**config.mk**
```make
export PLATFORM = sky130hd
export DESIGN_NAME = bio_port
export DESIGN_NICKNAME = d
export VERILOG_FILES = /design/src/bio_pkg.sv /design/src/bio_port.sv
export VERILOG_INCLUDE_DIRS = /design/src /design/src/src
export SDC_FILE = /design/constraint.sdc
export NUM_CORES = 1
export LEC_CHECK = 0
export BUFFER_PORTS_ARGS = -buffer_cell sky130_fd_sc_hd__buf_2
export CORE_MARGIN = 3
export CORE_UTILIZATION = 40
export CTS_CLUSTER_SIZE = 30
export DETAILED_ROUTE_END_ITERATION = 12
export PLACE_DENSITY = 0.71
export SYNTH_ARGS = -nofsm -noshare
export SYNTH_HDL_FRONTEND = slang
export SYNTH_SLANG_ARGS = --single-unit
```
**constraint.sdc**
```tcl
create_clock -name i_mclk -period 2.1 [get_ports i_mclk]
set_input_delay 0.105 -clock i_mclk [delete_from_list [all_inputs] [get_ports i_mclk]]
set_output_delay 0.105 -clock i_mclk [all_outputs]
set_load 0.01 [all_outputs]
```
**src/bio_defines.svh**
```systemverilog
// Register offsets, field positions and reset values of the bit I/O port
`ifndef BIO_DEFINES_SVH
`define BIO_DEFINES_SVH
`define BIO_OFF_DIRLVL   12'h000
`define BIO_OFF_CMD      12'h004
`define BIO_OFF_AUX      12'h008
`define BIO_OFF_CTRL     12'h00c
`define BIO_OFF_IRQ_STAT 12'h010
`define BIO_OFF_IRQ_MASK 12'h014
`define BIO_DIR_LSB      8
`define BIO_SEL_LSB      8
`define BIO_FLAG_ALLT    0
`define BIO_FLAG_ALLF    1
`define BIO_FLAG_SOMET   2
`define BIO_FLAG_SOMEF   3
`define BIO_AUX_WMASK    16'hc0ff
`define BIO_CTRL_UPPER   0
`define BIO_CTRL_SERIAL  1
`define BIO_IRQ_CMD      0
`define BIO_IRQ_TEST     1
`define BIO_IRQ_W        2
`define BIO_RST_16       16'h0000
`endif

```
**src/bio_pkg.sv**
```systemverilog
// Types shared by the bit I/O port
package bio_pkg;
  typedef struct packed {
    logic [7:0] sel;
    logic [7:0] operand;
  } bio_cmd_t;
  typedef struct packed {
    logic somef;
    logic somet;
    logic allf;
    logic allt;
  } bio_flags_t;
  typedef enum logic [1:0] {BIO_IDLE, BIO_ACCESS} bio_state_t;
endpackage : bio_pkg

```
**src/bio_port.sv**
```systemverilog
// Eight-pin bit I/O port with APB register access
// Behaviour
// - Upper direction bits make pins outputs
// - Lower bits read live pin levels
// - Select 0, operand 0 drives low
// - Select 0, operand 1 drives high
// - Select 1 holds or toggles output
// - Input with select 0 not tested
// - Input with select 1 tests level
// - Four test flags in aux register
// - Upper group enable routes pins 4-7
// - Serial enable routes lower pins
//
// The address map and the APB register port were chosen for this implementation.
`include "bio_defines.svh"
`timescale 1ns/1ns
`default_nettype none
module bio_port
  import bio_pkg::*;
(
  input  wire logic        i_mclk,
  input  wire logic        i_rst,
  input  wire logic        i_psel,
  input  wire logic        i_penable,
  input  wire logic        i_pwrite,
  input  wire logic [11:0] i_paddr,
  input  wire logic [31:0] i_pwdata,
  input  wire logic [7:0]  i_io_pin,
  output logic             o_pready,
  output logic [31:0]      o_prdata,
  output logic             o_pslverr,
  output logic [7:0]       o_io_pin,
  output logic [7:0]       o_io_pin_oe,
  output logic             o_upper_pin_group_enable,
  output logic             o_second_serial_lower_pins_enable,
  output logic             o_irq
);
  bio_state_t     state_ff;
  logic [7:0]     dir_ff;
  logic [7:0]     out_ff;
  bio_cmd_t       cmd_ff;
  logic [15:0]    aux_ff;
  logic [1:0]     ctrl_ff;
  logic [`BIO_IRQ_W-1:0] stat_ff;
  logic [`BIO_IRQ_W-1:0] mask_ff;
  logic           wr_take;
  logic           acc_start;
  logic           cmd_wr;
  bio_cmd_t       wcmd;
  bio_flags_t     nxt_flags;
  logic [7:0]     nxt_out;
  logic [`BIO_IRQ_W-1:0] ev;
  logic [`BIO_IRQ_W-1:0] clr;

  function automatic logic hit(input logic [11:0] a, input logic [11:0] off);
    hit = (a == off);
  endfunction : hit

  // Access taken on the second phase cycle, one wait state
  always_ff @(posedge i_mclk) begin
    if (i_rst) begin
      state_ff <= BIO_IDLE;
    end else begin
      case (state_ff)
        BIO_IDLE:   state_ff <= (i_psel && i_penable) ? BIO_ACCESS : BIO_IDLE;
        BIO_ACCESS: state_ff <= BIO_IDLE;
        default:    state_ff <= BIO_IDLE;
      endcase
    end
  end

  always_comb begin
    wr_take = (state_ff == BIO_ACCESS) && i_psel && i_penable && i_pwrite;
    acc_start = (state_ff == BIO_IDLE) && i_psel && i_penable;
    cmd_wr  = wr_take && hit(i_paddr, `BIO_OFF_CMD);
    wcmd    = i_pwdata[15:0];
  end

  always_ff @(posedge i_mclk) begin
    if (i_rst) begin
      o_pready <= 1'b0;
    end else begin
      o_pready <= acc_start;
    end
  end

  // Command evaluation on the written word
  always_comb begin
    nxt_out   = out_ff;
    nxt_flags = '0;
    for (int n = 0; n < 8; n++) begin
      if (dir_ff[n]) begin
        if (!wcmd.sel[n]) begin
          nxt_out[n] = wcmd.operand[n];
        end else if (wcmd.operand[n]) begin
          nxt_out[n] = ~out_ff[n];
        end
      end
    end
    nxt_flags.allt  = &(~(wcmd.sel & ~dir_ff) | ~(i_io_pin ^ wcmd.operand));
    nxt_flags.allf  = &(~(wcmd.sel & ~dir_ff) | (i_io_pin ^ wcmd.operand));
    nxt_flags.somet = |((wcmd.sel & ~dir_ff) & ~(i_io_pin ^ wcmd.operand));
    nxt_flags.somef = |((wcmd.sel & ~dir_ff) & (i_io_pin ^ wcmd.operand));
  end

  always_ff @(posedge i_mclk) begin
    if (i_rst) begin
      dir_ff <= 8'h00;
    end else if (wr_take && hit(i_paddr, `BIO_OFF_DIRLVL)) begin
      dir_ff <= i_pwdata[15:8];
    end
  end

  always_ff @(posedge i_mclk) begin
    if (i_rst) begin
      out_ff <= 8'h00;
      cmd_ff <= '0;
    end else if (cmd_wr) begin
      out_ff <= nxt_out;
      cmd_ff <= wcmd;
    end
  end

  always_ff @(posedge i_mclk) begin
    if (i_rst) begin
      aux_ff <= `BIO_RST_16;
    end else if (cmd_wr) begin
      aux_ff[3:0] <= nxt_flags;
    end else if (wr_take && hit(i_paddr, `BIO_OFF_AUX)) begin
      aux_ff <= i_pwdata[15:0] & `BIO_AUX_WMASK;
    end
  end

  always_ff @(posedge i_mclk) begin
    if (i_rst) begin
      ctrl_ff <= 2'h0;
    end else if (wr_take && hit(i_paddr, `BIO_OFF_CTRL)) begin
      ctrl_ff <= i_pwdata[1:0];
    end
  end

  // Pin drive, gated by routing controls
  always_ff @(posedge i_mclk) begin
    if (i_rst) begin
      o_io_pin                          <= 8'h00;
      o_io_pin_oe                       <= 8'h00;
      o_upper_pin_group_enable          <= 1'b0;
      o_second_serial_lower_pins_enable <= 1'b0;
    end else begin
      o_io_pin <= cmd_wr ? nxt_out : out_ff;
      o_io_pin_oe[7:4] <= dir_ff[7:4] & {4{ctrl_ff[`BIO_CTRL_UPPER]}};
      o_io_pin_oe[3:0] <= dir_ff[3:0] & {4{ctrl_ff[`BIO_CTRL_SERIAL]}};
      o_upper_pin_group_enable          <= ctrl_ff[`BIO_CTRL_UPPER];
      o_second_serial_lower_pins_enable <= ctrl_ff[`BIO_CTRL_SERIAL];
    end
  end

  // Sticky events, set wins over clear
  always_comb begin
    ev = '0;
    ev[`BIO_IRQ_CMD]  = cmd_wr;
    ev[`BIO_IRQ_TEST] = cmd_wr && |(wcmd.sel & ~dir_ff);
    clr = (wr_take && hit(i_paddr, `BIO_OFF_IRQ_STAT)) ? i_pwdata[`BIO_IRQ_W-1:0] : '0;
  end

  always_ff @(posedge i_mclk) begin
    if (i_rst) begin
      stat_ff <= '0;
      mask_ff <= '0;
      o_irq   <= 1'b0;
    end else begin
      stat_ff <= (stat_ff & ~clr) | ev;
      if (wr_take && hit(i_paddr, `BIO_OFF_IRQ_MASK)) begin
        mask_ff <= i_pwdata[`BIO_IRQ_W-1:0];
      end
      o_irq <= |(((stat_ff & ~clr) | ev) & mask_ff);
    end
  end

  // Read data and unmapped-address error
  always_ff @(posedge i_mclk) begin
    if (i_rst) begin
      o_prdata  <= 32'h0000_0000;
      o_pslverr <= 1'b0;
    end else begin
      o_prdata  <= 32'h0000_0000;
      o_pslverr <= 1'b0;
      if (acc_start) begin
        case (i_paddr)
          `BIO_OFF_DIRLVL:   o_prdata <= {16'h0000, dir_ff, i_io_pin};
          `BIO_OFF_CMD:      o_prdata <= {16'h0000, cmd_ff};
          `BIO_OFF_AUX:      o_prdata <= {16'h0000, aux_ff};
          `BIO_OFF_CTRL:     o_prdata <= {30'h0, ctrl_ff};
          `BIO_OFF_IRQ_STAT: o_prdata <= {30'h0, stat_ff};
          `BIO_OFF_IRQ_MASK: o_prdata <= {30'h0, mask_ff};
          default:           o_pslverr <= 1'b1;
        endcase
      end
    end
  end
endmodule : bio_port
`default_nettype wire

```
==> metrics.md <==
| Metric | Value |
|---|---|
| Worst Hold Path EP | `cmd_ff[15]` |
| Post-synth design cell area | `around 3500 µm²` |
| CP Data Arrival Time | `about 2 ns` |
| Buf+Inv Stages, Crit Path | `2` |
| Fin Clk Skew | `0.00813 ns` |
| Worst-path clk slew | `0.08 ns` |
| HP Class | `primary input to flop` |
| Rows | `33` |
| Fmax | `558 MHz` |
| # diodes | `0` |
| Post-route cell area | `4230 µm²` |
| Levels on crit path | `7` |
| Flop-to-flop setup slack | `0.35 ns` |
| Top delay family on crit path | `simple AND/OR/NAND/NOR gates` |
| Inst Count DP | `578` |
| Top Ports | `110` |
| Router iterations before antenna repair | `4` |
| Antenna-violating nets left | `0` |
| Layout net count | `544` |
| Final setup violation count | `0` |
| Drt drc | `0` |
| CP Launch Type | `primary input` |
| Syn avg cell area | `about 8.6 µm²` |
| Max stage delay cell, worst path | `or3_4` |
| Critical Path Fanout Max | `31` |
| Final Cycle Share | `0.853` |
| Die Y-Extent | `99.9 µm` |
| Yosys warns | `0` |
| Min Hold Slack | `0.0353 ns` |
| FF-to-FF Start | `state_ff[0]` |
| Critical path cell sequence | `dlygate4sd3_1 -> buf_2 -> and4_1 -> nand4_1 -> or3_4 -> o21ai_0 -> a21oi_1` |
| Clock period minus worst slack | `1.79 ns` |
| Total power | `3.12 mW` |
| Share of layout cells above drive strength 1 | `0.226` |
| Worst r2r dst | `o_io_pin[2]` |
| Hold Path Stages | `3` |
| Initial antenna violation count | `0` |
| Max rail drop VDD | `0.361 mV` |
| Synth Instances | `412` |
| Slew HR | `0.624` |
| Initial DRC count | `193` |
| Slew of the pin with the lowest slew margin | `0.563 ns` |
| Critical Path Max Stage Delay | `roughly 0.57 ns` |
| Global Route Usage Sum | `0.177` |
| Clk buf depth | `2` |
| Fill cells | `799` |
| Die Width | `99.9 µm` |
| Root Driver | `clkbuf_8` |
| Crit end category | `flop` |
| Kind of critical path | `primary input to flop` |
| Min-delay src | `i_pwdata[15]` |
| Via count | `a little over 3000` |
| CTS Hold Buffers Added | `3` |
| Clock sinks | `78` |
| Core area | `8380 µm²` |
| Overflow left after global routing | `0` |
| Inserted Clock Buffers | `9` |
| Die area | `9980 µm²` |
| DR WL/cell | `between 10 and 15 µm` |
| Sequential fraction of the synthesis area | `0.443` |
| Resize count post-CTS | `0` |
| # H-tree levels | `3` |
| Worst Path Required | `about 2.3 ns` |
| Final Max Slew Viols | `0` |
| Initial Util | `0.421` |
| Vias in the first global route | `~2900` |
| DP Wirelength | `between 6000 and 7000 µm` |
| Leak Pwr | `1.68 nW` |
| Post-synthesis register bit count | `78` |
| First-pass GRT wire length | `14000 µm` |
| Worst-Skew Late Latency | `0.36 ns` |
| Final hold viol count | `0` |
| Max Cap Violations | `0` |
| Port Buffers | `77` |
| Largest net degree at the start of global routing | `between 50 and 60` |
| DR vias/cell | `5.17` |
| Status | `complete, no violations` |
| Final GP Congestion | `0.939` |
| PD cells | `737 nW/µm²` |
| Setup_tns | `0 ns` |
| Cells on worst reg2reg path | `5` |
| Distinct cell type count after synthesis | `43` |
| CTS tree | `yes` |
| Fin cells | `roughly 600` |
| Unrepaired setup endpoints after global routing | `false` |
| Area after DPL | `3940 µm²` |
| Area grow syn2layout | `19.9%` |
| Post-CTS Setup Inserts | `0` |
| Total wire length | `8760 µm` |
## routing by layer
layer,vias to the layer above,global-route usage,part of all wire
li1,1530,-,-
met3,29,0.0341,0.053
met2,93,0.258,0.44
met4,0,0.108,0.033
met1,1433,0.241,0.48
met5,-,0,0
## power breakdown
group / leakage (nW) / internal [mW] / switching, mW
Combinational: 0.932 / 0.0835 / 0.145
Sequential: 0.628 / 1.48 / 0.000724
Clock: 0.122 / 0.854 / 0.555
## worst register-to-register path: stages (launching register included)
cell	delay, ns
dfxtp_1	0.34
and4_1	0.24
nand4_1	0.14
or3_4	0.57
o21ai_0	0.23
a21oi_1	0.09
## state kept, by name, summed over array words and instances, names as in the netlist, 2 cells and up
name,count
aux_ff,10
cmd_ff,16
ctrl_ff,2
dir_ff,8
mask_ff,2
o_io_pin,8
o_io_pin_oe,8
o_prdata,16
stat_ff,2
## worst max-delay path by stage
stage / startpoint / end / slack [ns]
3_5_place_dp: i_paddr[1] / o_irq / 0.29
2_1_floorplan: state_ff[0] / o_io_pin[7] / 0.47
4_1_cts: i_psel / o_irq / 0.31
3_3_place_gp: i_paddr[1] / o_irq / 0.34
6_report: i_psel / o_io_pin[2] / 0.31
5_1_grt: i_psel / o_irq / 0.18
## final cells by class
class                      count  area [µm²]  area share
tap                          105         131      0.0311
sequential                    78        1560       0.369
inverter                      13        48.8      0.0115
timing repair buffer          89         483       0.114
clock buffer                  11         151      0.0358
multi-input combinational    296        1750       0.413
clock inverter                 5         105      0.0249
## cell families (layout without fill, tap and decap cells)
family / count (synthesis) / in the layout / share of synthesized area
buf+inv: 53 / 118 / 0.0780
mux: 37 / 37 / 0.109
simple gates: 159 / 159 / 0.226
other cells: 1 / 16 / 0.00106
xor+xnor: 8 / 8 / 0.0199
flops: 78 / 78 / 0.443
compound gates: 76 / 76 / 0.124
## Yosys cell counts
| master | number | area (µm²) |
|---|---|---|
| mux2_2 | 2 | 22.5 |
| conb_1 | 1 | 3.75 |
| xnor2_1 | 8 | 70.1 |
| clkbuf_1 | 15 | 56.3 |
| nand4_2 | 1 | 12.5 |
| or2_1 | 1 | 6.26 |
| a22oi_1 | 2 | 15.0 |
| mux4_2 | 1 | 22.5 |
| nor4_4 | 2 | 42.5 |
| a32oi_1 | 4 | 35.0 |
| dfxtp_1 | 78 | 1560 |
| o22a_1 | 1 | 8.76 |
| a21oi_1 | 35 | 175 |
| buf_2 | 7 | 35.0 |
| and3_1 | 1 | 6.26 |
| nor3_1 | 13 | 65.1 |
| nand3_1 | 3 | 15.0 |
| nand4_1 | 12 | 75.1 |
| buf_6 | 1 | 11.3 |
| or3_4 | 1 | 11.3 |
| buf_1 | 1 | 3.75 |
| nand2_1 | 48 | 180 |
| nand4b_1 | 1 | 8.76 |
| inv_1 | 13 | 48.8 |
| o32ai_1 | 1 | 8.76 |
| a31oi_1 | 3 | 18.8 |
| nor4_1 | 1 | 6.26 |
| and2_1 | 8 | 50.1 |
| and4_1 | 1 | 8.76 |
| a211oi_1 | 2 | 15.0 |
| nor2b_1 | 9 | 56.3 |
| nor2_1 | 44 | 165 |
| nor3_2 | 1 | 10.0 |
| mux2i_1 | 34 | 340 |
| buf_4 | 16 | 120 |
| a2bb2oi_1 | 2 | 17.5 |
| or2_2 | 1 | 6.26 |
| nand2b_1 | 10 | 62.6 |
| o21ai_0 | 19 | 95.1 |
| o22ai_1 | 4 | 25.0 |
| or4_1 | 1 | 7.51 |
| o21a_1 | 2 | 15.0 |
| a21boi_0 | 1 | 7.51 |
## cell usage in the layout, fill, tap and decap left out, types with 11 or more instances in the layout
master	synthesis	routed
clkbuf_8	0	11
dfxtp_1	78	78
conb_1	1	16
a21oi_1	35	35
nand2_1	48	48
inv_1	13	13
o21ai_0	19	19
nand4_1	12	12
buf_2	7	77
nor2_1	44	44
nor3_1	13	13
mux2i_1	34	34
## per-stage QoR
step                worst slack (ns)   util
floorplan                      0.467      -
CTS                            0.311  0.505
finish                         0.308  0.505
global placement               0.336  0.470
global route                   0.176  0.505
detailed placement             0.290  0.470
(Power assumes the default switching activity.)
